$ cat config.mk
export PLATFORM = sky130hd
export DESIGN_NAME = tbp_backplane
export DESIGN_NICKNAME = d
export VERILOG_FILES = /design/src/hw/tbp_pkg.sv /design/src/hw/tbp_backplane.sv /design/src/hw/tbp_sync.sv
export VERILOG_INCLUDE_DIRS = /design/src /design/src/hw
export SDC_FILE = /design/constraint.sdc
export NUM_CORES = 1
export LEC_CHECK = 0
export BUFFER_PORTS_ARGS = -buffer_cell sky130_fd_sc_hd__buf_2
export CORE_MARGIN = 4
export CORE_UTILIZATION = 60
export DETAILED_ROUTE_END_ITERATION = 10
export PLACE_DENSITY_LB_ADDON = 0.12
export SYNTH_ARGS = -nofsm -noshare
export SYNTH_HDL_FRONTEND = slang
export SYNTH_SLANG_ARGS = --single-unit
$ cat constraint.sdc
create_clock -name ref_clk_i -period 7.5 [get_ports ref_clk_i]
set_clock_uncertainty 0.1 [all_clocks]
set_input_delay 0.75 -clock ref_clk_i [delete_from_list [all_inputs] [get_ports ref_clk_i]]
set_output_delay 0.75 -clock ref_clk_i [all_outputs]
set_load 0.03 [all_outputs]
$ cat src/hw/tbp_params.svh
// register map, field positions, reset values and timing counts of the transmit backplane block
`ifndef TBP_PARAMS_SVH
`define TBP_PARAMS_SVH
`define TBP_ADDR_W 10
`define TBP_OFS_OPT 10'h042
`define TBP_OFS_MODE 10'h043
`define TBP_OFS_BOFF 10'h045
`define TBP_OFS_STAT 10'h04f
`define TBP_RST_OPT 8'h00
`define TBP_RST_MODE 8'h01
`define TBP_RST_BOFF 8'h00
`define TBP_OPT_FRAME_PULSE_TYPE 0
`define TBP_OPT_FRAME_PULSE_POLARITY 1
`define TBP_OPT_CMS 2
`define TBP_OPT_FE 3
`define TBP_OPT_DE 4
`define TBP_OPT_GAP 5
`define TBP_OPT_MASK 8'h3f
`define TBP_MODE_SUB 0
`define TBP_MODE_MAP_LO 1
`define TBP_MODE_MAP_HI 2
`define TBP_MODE_MASK 8'h07
`define TBP_BOFF_EDGE 3
`define TBP_BOFF_MASK 8'h08
`define TBP_CLK_NS 20
`define TBP_T1_BIT_NS 648
`define TBP_HALF_CYC ((`TBP_T1_BIT_NS / 2) / `TBP_CLK_NS)
`define TBP_T1_FRAME_BITS 193
`define TBP_E1_FRAME_BITS 256
`define TBP_MUX_FRAME_BITS 1024
`endif

$ cat src/hw/tbp_pkg.sv
// types shared by the transmit backplane block
package tbp_pkg;
	typedef enum logic [1:0] {TBP_MASTER, TBP_SLAVE, TBP_MUX} tbp_mode_t;
	typedef enum logic [1:0] {TBP_MAP_T1, TBP_MAP_STD, TBP_MAP_FILL4, TBP_MAP_CONT} tbp_map_t;
endpackage

$ cat src/hw/tbp_backplane.sv
// transmit system-side backplane interface: registers, clock master/slave timing, bit and frame tracking
// Behaviour
// RULE_01 - master mode with gap set: no clock pulse during the framing bit
// RULE_02 - data-edge bit picks falling (0) or rising (1) edge for data sampling
// RULE_03 - frame-edge bit picks falling (0) or rising (1) edge for frame pulse
// RULE_04 - on shared bus, software programs edge, rate, polarity, type alike for links
// RULE_05 - slave E1-rate and shared bus: rate bit selects single or double clock
// RULE_06 - both links on first link's pins: software keeps rate bits equal
// RULE_07 - polarity bit: frame pulse active high at 0, active low at 1
// RULE_08 - type 0: frame pulse at every framing bit, first link on bus
// RULE_09 - type 1: frame pulse only at first framing bit of superframe
// RULE_10 - mapping field: T1 rate, standard E1, filler every four, continuous
// RULE_11 - sub-mode 0: device makes clock and frame pulse timing itself
// RULE_12 - sub-mode 1: system side supplies clock and frame pulse
// RULE_13 - double-rate clock: select bit picks first or second edge per bit
// RULE_14 - master drives clock and frame pulse pins; slave treats them as inputs
//
// The strobed register port was decided locally.
`timescale 1ns/1ps
`include "tbp_params.svh"
module tbp_backplane #(
	parameter int HALF_CYC = `TBP_HALF_CYC,
	parameter int FRAMES_PER_SF = 12,
	parameter int LINK_IDX = 0
) (
	input wire logic ref_clk_i,
	input wire logic rst_i,
	input wire logic ce_i,
	input wire logic [`TBP_ADDR_W-1:0] reg_addr_i,
	input wire logic [7:0] reg_wdata_i,
	input wire logic reg_wr_i,
	input wire logic reg_rd_i,
	output logic [7:0] reg_rdata_o,
	input wire logic mux_mode_i,
	input wire logic tx_link_sys_clock_i,
	output logic tx_link_sys_clock_o,
	output logic tx_link_sys_clock_oe_o,
	input wire logic tx_link_frame_pulse_i,
	output logic tx_link_frame_pulse_o,
	output logic tx_link_frame_pulse_oe_o,
	input wire logic tx_link_sys_data_i,
	input wire logic tx_link_signaling_i,
	input wire logic tx_shared_bus_clock_i,
	input wire logic tx_shared_bus_frame_pulse_i,
	input wire logic tx_shared_bus_data_i,
	input wire logic tx_shared_bus_signaling_i,
	output logic tx_bit_o,
	output logic tx_sig_o,
	output logic tx_bit_valid_o,
	output logic [9:0] tx_bit_index_o,
	output logic tx_slot_used_o,
	output logic [4:0] tx_frame_index_o
);
	logic [7:0] opt_r;
	logic [7:0] mode_reg_r;
	logic [7:0] boff_r;
	logic [7:0] pins_s;
	tbp_pkg::tbp_mode_t mode;
	tbp_pkg::tbp_map_t map;
	logic gap, de, fe, double_rate_clock_sel, frame_pulse_polarity, frame_pulse_type, edge_sel;
	logic s_clk, s_fp, s_dat, s_sig, s_clk_prev_r;
	logic [$clog2(HALF_CYC+1)-1:0] div_r;
	logic m_phase_r, m_rise, m_fall;
	logic rise_ev, fall_ev, data_ev, frame_ev, dbl, take, fp_act;
	logic half_r, pend_r, locked_r;
	logic [9:0] bit_r, bit_nxt, frame_len;
	logic [9:0] bit_cur;
	logic fp_hit;
	logic [4:0] frm_r;
	logic clk_out_r, fp_out_r;
	logic [6:0] slot;
	logic [4:0] ts;
	logic used;

	assign gap = opt_r[`TBP_OPT_GAP];
	assign de = opt_r[`TBP_OPT_DE];
	assign fe = opt_r[`TBP_OPT_FE];
	assign double_rate_clock_sel = opt_r[`TBP_OPT_CMS];
	assign frame_pulse_polarity = opt_r[`TBP_OPT_FRAME_PULSE_POLARITY];
	assign frame_pulse_type = opt_r[`TBP_OPT_FRAME_PULSE_TYPE];
	assign edge_sel = boff_r[`TBP_BOFF_EDGE];
	assign map = tbp_pkg::tbp_map_t'(mode_reg_r[`TBP_MODE_MAP_HI:`TBP_MODE_MAP_LO]);

	// shared bus always runs as slave; sub-mode only matters per link
	always_comb begin
		if (mux_mode_i)
			mode = tbp_pkg::TBP_MUX;
		else if (mode_reg_r[`TBP_MODE_SUB])
			mode = tbp_pkg::TBP_SLAVE; // see RULE_12
		else
			mode = tbp_pkg::TBP_MASTER; // see RULE_11
	end

	// register writes
	always_ff @(posedge ref_clk_i) begin
		if (rst_i) begin
			opt_r <= `TBP_RST_OPT;
			mode_reg_r <= `TBP_RST_MODE;
			boff_r <= `TBP_RST_BOFF;
		end else if (ce_i && reg_wr_i) begin
			case (reg_addr_i)
				`TBP_OFS_OPT: opt_r <= reg_wdata_i & `TBP_OPT_MASK;
				`TBP_OFS_MODE: mode_reg_r <= reg_wdata_i & `TBP_MODE_MASK;
				`TBP_OFS_BOFF: boff_r <= reg_wdata_i & `TBP_BOFF_MASK;
				default: ;
			endcase
		end
	end

	// register reads, data one cycle after the strobe; unmapped reads as zero
	always_ff @(posedge ref_clk_i) begin
		if (rst_i) begin
			reg_rdata_o <= 8'h00;
		end else if (ce_i) begin
			if (reg_rd_i) begin
				case (reg_addr_i)
					`TBP_OFS_OPT: reg_rdata_o <= opt_r;
					`TBP_OFS_MODE: reg_rdata_o <= mode_reg_r;
					`TBP_OFS_BOFF: reg_rdata_o <= boff_r;
					`TBP_OFS_STAT: reg_rdata_o <= {3'h0, frm_r == 5'h00, pend_r, locked_r,
						mode == tbp_pkg::TBP_MUX, mode == tbp_pkg::TBP_MASTER};
					default: reg_rdata_o <= 8'h00;
				endcase
			end else begin
				reg_rdata_o <= 8'h00;
			end
		end
	end

	// all pin inputs pass two flops; clock and data share the delay so they stay aligned
	tbp_sync #(.W(8)) u_sync (
		.ref_clk_i(ref_clk_i),
		.rst_i(rst_i),
		.ce_i(ce_i),
		.d_i({tx_shared_bus_signaling_i, tx_shared_bus_data_i, tx_shared_bus_frame_pulse_i,
			tx_shared_bus_clock_i, tx_link_signaling_i, tx_link_sys_data_i, tx_link_frame_pulse_i,
			tx_link_sys_clock_i}),
		.q_o(pins_s)
	);

	// on the shared bus both links read the same pins with their own copies of the options
	assign s_clk = (mode == tbp_pkg::TBP_MUX) ? pins_s[4] : pins_s[0]; // see RULE_04
	assign s_fp = (mode == tbp_pkg::TBP_MUX) ? pins_s[5] : pins_s[1];
	assign s_dat = (mode == tbp_pkg::TBP_MUX) ? pins_s[6] : pins_s[2];
	assign s_sig = (mode == tbp_pkg::TBP_MUX) ? pins_s[7] : pins_s[3];

	always_ff @(posedge ref_clk_i) begin
		if (rst_i)
			s_clk_prev_r <= 1'b0;
		else if (ce_i)
			s_clk_prev_r <= s_clk;
	end

	// master clock divider; the period is rounded down to whole cycles
	always_ff @(posedge ref_clk_i) begin
		if (rst_i) begin
			div_r <= '0;
			m_phase_r <= 1'b0;
		end else if (ce_i && mode == tbp_pkg::TBP_MASTER) begin
			if (int'(div_r) == HALF_CYC - 1) begin
				div_r <= '0;
				m_phase_r <= !m_phase_r;
			end else begin
				div_r <= div_r + 1'b1;
			end
		end
	end

	assign m_rise = (mode == tbp_pkg::TBP_MASTER) && int'(div_r) == HALF_CYC - 1 && !m_phase_r;
	assign m_fall = (mode == tbp_pkg::TBP_MASTER) && int'(div_r) == HALF_CYC - 1 && m_phase_r;

	always_comb begin
		case (mode)
			tbp_pkg::TBP_MASTER: begin
				rise_ev = ce_i && m_rise;
				fall_ev = ce_i && m_fall;
			end
			tbp_pkg::TBP_SLAVE, tbp_pkg::TBP_MUX: begin
				rise_ev = ce_i && s_clk && !s_clk_prev_r;
				fall_ev = ce_i && !s_clk && s_clk_prev_r;
			end
			default: begin
				rise_ev = 1'b0;
				fall_ev = 1'b0;
			end
		endcase
	end

	assign data_ev = de ? rise_ev : fall_ev; // see RULE_02
	assign frame_ev = fe ? rise_ev : fall_ev; // see RULE_03
	assign fp_act = s_fp ^ frame_pulse_polarity; // see RULE_07
	// double rate only for slave at E1 rate or the shared bus
	assign dbl = double_rate_clock_sel && (mode == tbp_pkg::TBP_MUX || (mode == tbp_pkg::TBP_SLAVE && map != tbp_pkg::TBP_MAP_T1)); // see RULE_05
	assign take = data_ev && (!dbl || half_r == edge_sel); // see RULE_13

	always_comb begin
		if (mode == tbp_pkg::TBP_MUX)
			frame_len = 10'(`TBP_MUX_FRAME_BITS - 1);
		else if (mode == tbp_pkg::TBP_SLAVE && map != tbp_pkg::TBP_MAP_T1)
			frame_len = 10'(`TBP_E1_FRAME_BITS - 1);
		else
			frame_len = 10'(`TBP_T1_FRAME_BITS - 1);
	end

	// phase within a double-rate bit; realigned by the frame pulse
	always_ff @(posedge ref_clk_i) begin
		if (rst_i)
			half_r <= 1'b0;
		else if (!dbl)
			half_r <= 1'b0;
		else if (frame_ev && fp_act && mode != tbp_pkg::TBP_MASTER)
			half_r <= data_ev ? 1'b1 : 1'b0; // see RULE_13
		else if (data_ev)
			half_r <= !half_r;
	end

	// a slave frame pulse marks the next sampled bit as the framing bit
	always_ff @(posedge ref_clk_i) begin
		if (rst_i)
			pend_r <= 1'b0;
		else if (mode == tbp_pkg::TBP_MASTER)
			pend_r <= 1'b0;
		else if (take)
			pend_r <= 1'b0;
		else if (frame_ev && fp_act)
			pend_r <= 1'b1; // see RULE_03
	end

	assign fp_hit = (mode != tbp_pkg::TBP_MASTER) && (pend_r || (frame_ev && fp_act));
	// a pulse seen on the sampling edge itself makes this very sample the framing bit
	assign bit_cur = fp_hit ? 10'h000 : bit_r;

	always_comb begin
		if (bit_cur >= frame_len)
			bit_nxt = 10'h000;
		else
			bit_nxt = bit_cur + 10'h001;
	end

	// bit and frame position; a type-1 pulse also realigns the superframe
	always_ff @(posedge ref_clk_i) begin
		if (rst_i) begin
			bit_r <= 10'h000;
			frm_r <= 5'h00;
			locked_r <= 1'b0;
		end else if (take) begin
			bit_r <= bit_nxt;
			if (mode != tbp_pkg::TBP_MASTER && (pend_r || (frame_ev && fp_act))) begin
				locked_r <= 1'b1;
				if (frame_pulse_type)
					frm_r <= 5'h00; // see RULE_09
				else if (bit_r != 10'h000)
					frm_r <= (int'(frm_r) == FRAMES_PER_SF - 1) ? 5'h00 : frm_r + 5'h01; // see RULE_08
			end else if (bit_nxt == 10'h000) begin
				frm_r <= (int'(frm_r) == FRAMES_PER_SF - 1) ? 5'h00 : frm_r + 5'h01;
			end
			if (mode == tbp_pkg::TBP_MASTER)
				locked_r <= 1'b1;
		end else if (ce_i && mode == tbp_pkg::TBP_MASTER && !mode_reg_r[`TBP_MODE_SUB] && !locked_r) begin
			locked_r <= 1'b0;
		end
	end

	// master clock out, held low through the framing bit when gapped
	always_ff @(posedge ref_clk_i) begin
		if (rst_i)
			clk_out_r <= 1'b0;
		else if (ce_i)
			clk_out_r <= m_rise ? !(gap && bit_r == 10'h000) : (m_phase_r && !m_fall && clk_out_r); // see RULE_01
	end

	// master frame pulse, updated on the chosen edge
	always_ff @(posedge ref_clk_i) begin
		if (rst_i)
			fp_out_r <= 1'b0;
		else if (mode != tbp_pkg::TBP_MASTER)
			fp_out_r <= 1'b0;
		else if (frame_ev)
			fp_out_r <= (bit_r == 10'h000 && (!frame_pulse_type || frm_r == 5'h00)) ^ frame_pulse_polarity; // see RULE_09
	end

	// pins are driven only as master
	assign tx_link_sys_clock_o = clk_out_r;
	assign tx_link_frame_pulse_o = fp_out_r;
	assign tx_link_sys_clock_oe_o = (mode == tbp_pkg::TBP_MASTER); // see RULE_14
	assign tx_link_frame_pulse_oe_o = (mode == tbp_pkg::TBP_MASTER); // see RULE_14

	// slot occupancy for each mapping of T1 channels into an E1-rate frame
	assign slot = bit_cur[9:3];
	assign ts = (mode == tbp_pkg::TBP_MUX) ? slot[6:2] : slot[4:0];
	always_comb begin
		used = 1'b1;
		if (mode != tbp_pkg::TBP_MASTER) begin
			case (map) // see RULE_10
				tbp_pkg::TBP_MAP_T1: used = 1'b1;
				tbp_pkg::TBP_MAP_STD: used = (ts >= 5'h01 && ts <= 5'h0f) || (ts >= 5'h11 && ts <= 5'h19);
				tbp_pkg::TBP_MAP_FILL4: used = (ts[1:0] != 2'h0);
				tbp_pkg::TBP_MAP_CONT: used = (ts >= 5'h01 && ts <= 5'h18);
				default: used = 1'b0;
			endcase
		end
		// byte-interleaved bus: only this link's bytes count
		if (mode == tbp_pkg::TBP_MUX && int'(slot[1:0]) != LINK_IDX)
			used = 1'b0;
	end

	// sampled data out; data taken from the line input on the active edge
	always_ff @(posedge ref_clk_i) begin
		if (rst_i) begin
			tx_bit_o <= 1'b0;
			tx_sig_o <= 1'b0;
			tx_bit_valid_o <= 1'b0;
			tx_bit_index_o <= 10'h000;
			tx_slot_used_o <= 1'b0;
			tx_frame_index_o <= 5'h00;
		end else if (ce_i) begin
			tx_bit_valid_o <= take;
			if (take) begin
				tx_bit_o <= (mode == tbp_pkg::TBP_MASTER) ? pins_s[2] : s_dat; // see RULE_02
				tx_sig_o <= (mode == tbp_pkg::TBP_MASTER) ? pins_s[3] : s_sig;
				tx_bit_index_o <= bit_cur;
				tx_slot_used_o <= used;
				tx_frame_index_o <= frm_r;
			end
		end
	end
endmodule

$ cat src/hw/tbp_sync.sv
// two-stage synchroniser for a group of pin inputs
`timescale 1ns/1ps
module tbp_sync #(
	parameter int W = 1
) (
	input wire logic ref_clk_i,
	input wire logic rst_i,
	input wire logic ce_i,
	input wire logic [W-1:0] d_i,
	output logic [W-1:0] q_o
);
	logic [W-1:0] meta_r;

	always_ff @(posedge ref_clk_i) begin
		if (rst_i) begin
			meta_r <= '0;
			q_o <= '0;
		end else if (ce_i) begin
			meta_r <= d_i;
			q_o <= meta_r;
		end
	end
endmodule
Word-level counts from Yosys, hierarchy flattened

Cells that the tools add are included.

Add/sub/neg operators: 3
Order comparisons: 6
Eq/ne operators: 14
Multiplexer cells: 36
Bitwise logic cells: 3
Reductions and logical operators: 66

Operators by type and width:

| cell                                                           | number |
|---|---|
| == test 10 x 7 -> 1 bit, second input constant                 | 4 |
| two-way mux 5 bit                                              | 7 |
| two-way mux 10 bit                                             | 3 |
| logical AND 1 bit                                              | 27 |
| one-hot mux 6 bit (4 select lines)                             | 1 |
| logical NOT 10 bit                                             | 2 |
| two-way mux 1 bit                                              | 19 |
| nonzero test 2 bit                                             | 7 |
| AND reduction 2 bit                                            | 6 |
| adder 10 x 1 -> 10 bit, second input constant                  | 1 |
| adder 5 x 1 -> 5 bit, second input constant                    | 2 |
| == test 5 bit, second input constant                           | 2 |
| >= comparator 10 bit                                           | 1 |
| less-or-equal comparator 5 bit, second input constant          | 2 |
| logical NOT 1 bit                                              | 10 |
| nonzero test 10 bit                                            | 1 |
| two-way mux 8 bit                                              | 1 |
| == test 2 bit, second input constant                           | 3 |
| two-way mux 6 bit                                              | 1 |
| != test 3 x 2 -> 1 bit, second input constant                  | 2 |
| OR reduction 2 bit                                             | 3 |
| >= comparator 5 x 1 -> 1 bit, second input constant            | 1 |
| >= comparator 5 bit, second input constant                     | 1 |
| less-or-equal comparator 5 x 4 -> 1 bit, second input constant | 1 |
| 12 further kinds                                               | 20 |

Register bits after elaboration: 80
Input port bits: 32
Output and inout bits: 31
Word-level logic and storage cells: 150

Depth between registers and ports, before layout

Depth after elaboration: 20
Gate-level depth with buffers: 18
Gate-level depth less buffers: 15

Modules after synthesis

A second synthesis with hierarchy kept.

Cell total of the unflattened synthesis: 503
Area, all modules: 4,142.7 um^2

By module, submodules not included:

| module        | instances | cells an instance | area an instance (um^2) | seq. area each (um^2) |
|---|---|---|---|---|
| tbp_backplane | 1         | 451               | 3,562.2                 | 1,241.2 |
| tbp_sync      | 1         | 52                | 580.6                   | 320.3 |

Least setup slack after synthesis

No wires, ideal clock.

Path type: input to register
Start: in ce_i
End: reg frm_r[1]
Library setup time: 132 ps
Arrival time: 4,127 ps
Required time: 7,268 ps
Setup slack: 3,141 ps
Stages: 16
Path buffers: 3
Cell sequence: buf_2 > and4b_1 > a211o_1 > o32a_1 > a21oi_1 > clkbuf_1 > and2_1 > ha_1 > buf_1 > nand4_1 > mux2i_1 > a2bb2oi_1 > nor4_1 > a211oi_1 > or4_1 > a21oi_1

Cells in the longest elaborated chain, start to end: 13
Elaborated cells on any way between the ends: 23
Classes of those cells: add/sub (1); order compare (1); eq/ne (1); mux (7); reduce/logical (13)

Ends and longest elaborated chain:

| what                                                           | RTL line                                   | source |
|---|---|---|
| from (decl)                                                    | tbp_backplane.sv:28                        | `input wire logic ce_i,` |
| logical AND 1 bit, on equally long branches (2 in a row)       | tbp_backplane.sv:180, tbp_backplane.sv:179 |  |
| one-hot mux 1 bit (2 select lines)                             | tbp_backplane.sv:173                       | `case (mode)` |
| two-way mux 1 bit (*)                                          | tbp_backplane.sv:190                       | `assign frame_ev = fe ? rise_ev : fall_ev;` |
| logical AND 1 bit (*)                                          | tbp_backplane.sv:229                       | `assign fp_hit = (mode != tbp_pkg::TBP_MASTER) && (pend_r \|\| (frame_ev && fp_act));` |
| logical OR 1 bit (*)                                           | tbp_backplane.sv:229                       |  |
| logical AND 1 bit (*)                                          | tbp_backplane.sv:229                       |  |
| two-way mux 10 bit (*)                                         | tbp_backplane.sv:231                       | `assign bit_cur = fp_hit ? 10'h000 : bit_r;` |
| net bit_cur[1]                                                 | tbp_backplane.sv:67                        | `logic [9:0] bit_cur;` |
| adder 10 x 1 -> 10 bit or >= comparator 10 bit (tied branches) | tbp_backplane.sv:237, tbp_backplane.sv:234 |  |
| two-way mux 10 bit (*)                                         | tbp_backplane.sv:234                       | `if (bit_cur >= frame_len)` |
| logical NOT 10 bit (*)                                         | tbp_backplane.sv:254                       | `end else if (bit_nxt == 10'h000) begin` |
| nonzero test 2 bit (no line) (*)                               | -                                          |  |
| AND reduction 3 bit (no line) (*)                              | -                                          |  |
| to (signal assigned)                                           | tbp_backplane.sv:253                       | `frm_r <= (int'(frm_r) == FRAMES_PER_SF - 1) ? 5'h00 : frm_r + 5'h01;` |
| to (signal assigned)                                           | tbp_backplane.sv:255                       | `frm_r <= (int'(frm_r) == FRAMES_PER_SF - 1) ? 5'h00 : frm_r + 5'h01;` |
| to (decl)                                                      | tbp_backplane.sv:69                        | `logic [4:0] frm_r;` |

Mark *: on every way through the listed nets, which the timed path passes. The rest lies on a longest branch.
A chain may end at the register's enable or synchronous reset.

Worst setup path after layout

Start: in ce_i
End: reg frm_r[4]

The elaborated chain is that of the path after synthesis.

==> flow_metrics.env <==
export IMPL_yosys_warnings=0
export IMPL_n_antenna_cell=0
export IMPL_ant_nets=0
export IMPL_async_flop_share=0
export IMPL_synth_area_top_cells="dfxtp_1 (38%), mux2i_1 (7.1%), a21oi_1 (6.3%)"
export IMPL_worstSetupStartpointType="primary input"
export IMPL_path_common_cell="a21oi_1"
export IMPL_path_max_fanout=38
export IMPL_fin_cells=625
export IMPL_dieArea_um2=8240
export IMPL_critPathTopFamily="compound AO/OA/AOI/OAI gates"
export IMPL_required_ps=7690
export IMPL_tns_ps=0
export IMPL_place_inst=610
export IMPL_firstDrtPassIters=5
export IMPL_cp_buffers_inverters=2
export IMPL_io_buffers=58
export IMPL_cts_sinks=78
export IMPL_seqCellArea_um2=1560
export IMPL_slew_headroom=0.248
export IMPL_pin_count=63
export IMPL_max_freq_ghz=0.201
export IMPL_nNetsFinal=587
export IMPL_rsz0062_at_grt="no"
export IMPL_multi_input_area_um2=2350
export IMPL_power_total_mw=0.939
export IMPL_synth_area_leader_cell="dfxtp_1"
export IMPL_slowest_stage="a211oi_1"
export IMPL_routedWlPerCell_um=15.6
export IMPL_vias_per_cell=6.13
export IMPL_postSynthAreaPerCell_um2=8.08
export IMPL_die_w_um=90.8
export IMPL_postCtsSetupBuffers=0
export IMPL_vias=3832
export IMPL_start_util=0.633
export IMPL_worst_pin_slew_ps=1120
export IMPL_rows=29
export IMPL_clk_path_buf_depth=2
export IMPL_cp_arrival_ps=5180
export IMPL_synthToLayoutAreaGrowth_pct=12.8
export IMPL_fin_crit_ps=4990
export IMPL_criticalPathCategory="primary input to flip-flop"
export IMPL_syn_inst=509
export IMPL_synth_commonest_cells="dfxtp_1 (78), nand2_1 (67), a21oi_1 (52)"
export IMPL_drc=0
export IMPL_leakage_nw=1.86
export IMPL_cts_tree="done"
export IMPL_fin_hold_ws_ps=350
export IMPL_synthFlopType="dfxtp_1"
export IMPL_synth_cell_type_count=63
export IMPL_synth_seq_cells=78
export IMPL_setup_viol=0
export IMPL_htree_num_levels=3
export IMPL_grt_usage=0.240
export IMPL_overflow=0
export IMPL_grt_max_degree=76
export IMPL_synth_edff_count=0
export IMPL_clkLatencyLatePin_ps=360
export IMPL_maxCapViolations=0
export IMPL_clk_pin_slew_ps=80
export IMPL_drt_iter0_markers=260
export IMPL_drive_gt1_frac=0.153
export IMPL_finalMaxSlewViolations=0
export IMPL_slowest_delay_ps=880
export IMPL_hpwl_um=6490
export IMPL_finalHoldViolCount=0
export IMPL_yosysSeqAreaShare=0.380
export IMPL_gp_congestion=0.923
export IMPL_antenna_found_initial=0
export IMPL_dpl_cell_area_um2=4360
export IMPL_peakVddDrop_v=0.000168
export IMPL_die_h_um=90.8
export IMPL_cts_buffers=9
export IMPL_synth_top_area_share=0.380
export IMPL_grt_pass1_vias=3655
export IMPL_clockRootBuffer="clkbuf_8"
export IMPL_synth_most_common_cell="dfxtp_1"
export IMPL_hold_buffers=0
export IMPL_fin_area_um2=4640
export IMPL_hp_class="flip-flop to flip-flop"
export IMPL_post_route_period_util=0.665
export IMPL_cts_resized=0
export IMPL_synth_area_um2=4110
export IMPL_grt_first_pass_wirelength_um=16600
export IMPL_status="finished clean"
export IMPL_n_fill_cell=502
export IMPL_crit_chain="buf_2 > nand4_1 > nor4b_4 > o32a_1 > a21oi_1 > buf_4 > and2_1 > ha_1 > a21o_1 > a211o_1 > a211oi_1 > o31ai_1 > a21oi_1"
export IMPL_power_density_nw_per_um2=202
export IMPL_cp_end_kind="flip-flop"
export IMPL_totalWireLength_um=9770
export IMPL_coreArea_um2=6490
worst min-delay path: stages (launching register included):
cell and delay [ps]:
dfxtp_1 310, nand2_1 50, a21oi_1 50
report_power, final:
part / internal (mW) / switching (mW) / total, mW
Sequential: 0.420 / 0.00658 / 0.427
Combinational: 0.0249 / 0.0415 / 0.0664
Clock: 0.287 / 0.158 / 0.445
path summary, 6_finish.rpt:
check                                        from                 to  slack [ps]  cells past startpoint
worst max-delay path                         ce_i           frm_r[4]        2510                     13
worst max register to register      mode_reg_r[0]           frm_r[4]        3020                     13
worst min register to register  tx_bit_index_o[6]  tx_bit_index_o[6]         350                      2
worst min-delay path            tx_bit_index_o[6]  tx_bit_index_o[6]         350                      2
flip-flops by register name (all words and copies together) (netlist names):
| register | cells |
|---|---|
| bit_r | 10 |
| tx_bit_index_o | 10 |
| u_sync.meta_r | 8 |
| u_sync.q_o | 8 |
| opt_r | 6 |
| reg_rdata_o | 6 |
| div_r | 5 |
| frm_r | 5 |
| tx_frame_index_o | 5 |
| mode_reg_r | 3 |
| boff_r | 1 |
| half_r | 1 |
| locked_r | 1 |
| m_phase_r | 1 |
| pend_r | 1 |
| s_clk_prev_r | 1 |
| tx_bit_o | 1 |
| tx_bit_valid_o | 1 |
| tx_link_frame_pulse_o | 1 |
| tx_link_sys_clock_o | 1 |
| tx_sig_o | 1 |
| tx_slot_used_o | 1 |
cells in the final DEF (no fill, tap or decap), types with 7 or more instances in the layout:
| master | netlist | layout |
|---|---|---|
| ha_1 | 11 | 11 |
| mux2i_1 | 29 | 29 |
| nand3_1 | 19 | 19 |
| clkbuf_8 | 0 | 9 |
| a21oi_1 | 52 | 52 |
| nand2b_1 | 8 | 8 |
| nand2_1 | 67 | 67 |
| o21ai_0 | 15 | 15 |
| nand4_1 | 7 | 7 |
| nor2_1 | 51 | 51 |
| nor3_1 | 14 | 14 |
| dfxtp_1 | 78 | 78 |
| inv_1 | 9 | 9 |
| and2_1 | 8 | 8 |
| buf_2 | 5 | 58 |
area by class of cell:
class	instances	area share
clock buffers	9	0.0267
clock inverters	6	0.0343
inverters	10	0.00809
multi-input cells	384	0.506
flip-flops and latches	78	0.337
well taps	77	0.0208
repair buffers	61	0.0674
cell families after synthesis:
logic type,count (synthesis),synth area share
buffers and inverters,48,0.0499
other,1,0.000912
and+or+nand+nor,217,0.264
adders and majority gates,11,0.0335
DFF,78,0.380
AOI/OAI and AO/OA,117,0.184
xor gates and xnor gates,7,0.0149
muxes,30,0.0733
layer usage:
metal / vias up / share of wire / GRT usage
li1: 1883 / - / -
met1: 1785 / 0.44 / 0.301
met5: - / 0 / 0
met4: 0 / 0.022 / 0.0955
met2: 142 / 0.48 / 0.395
met3: 22 / 0.059 / 0.0608
metrics by stage:
step           setup WS (ps)  utilization
4_1_cts                 2520        0.714
6_report                2510        0.714
2_1_floorplan           3140            -
3_3_place_gp            2300        0.671
3_5_place_dp            2160        0.671
5_1_grt                 2050        0.714
(Power assumes the default switching activity.)
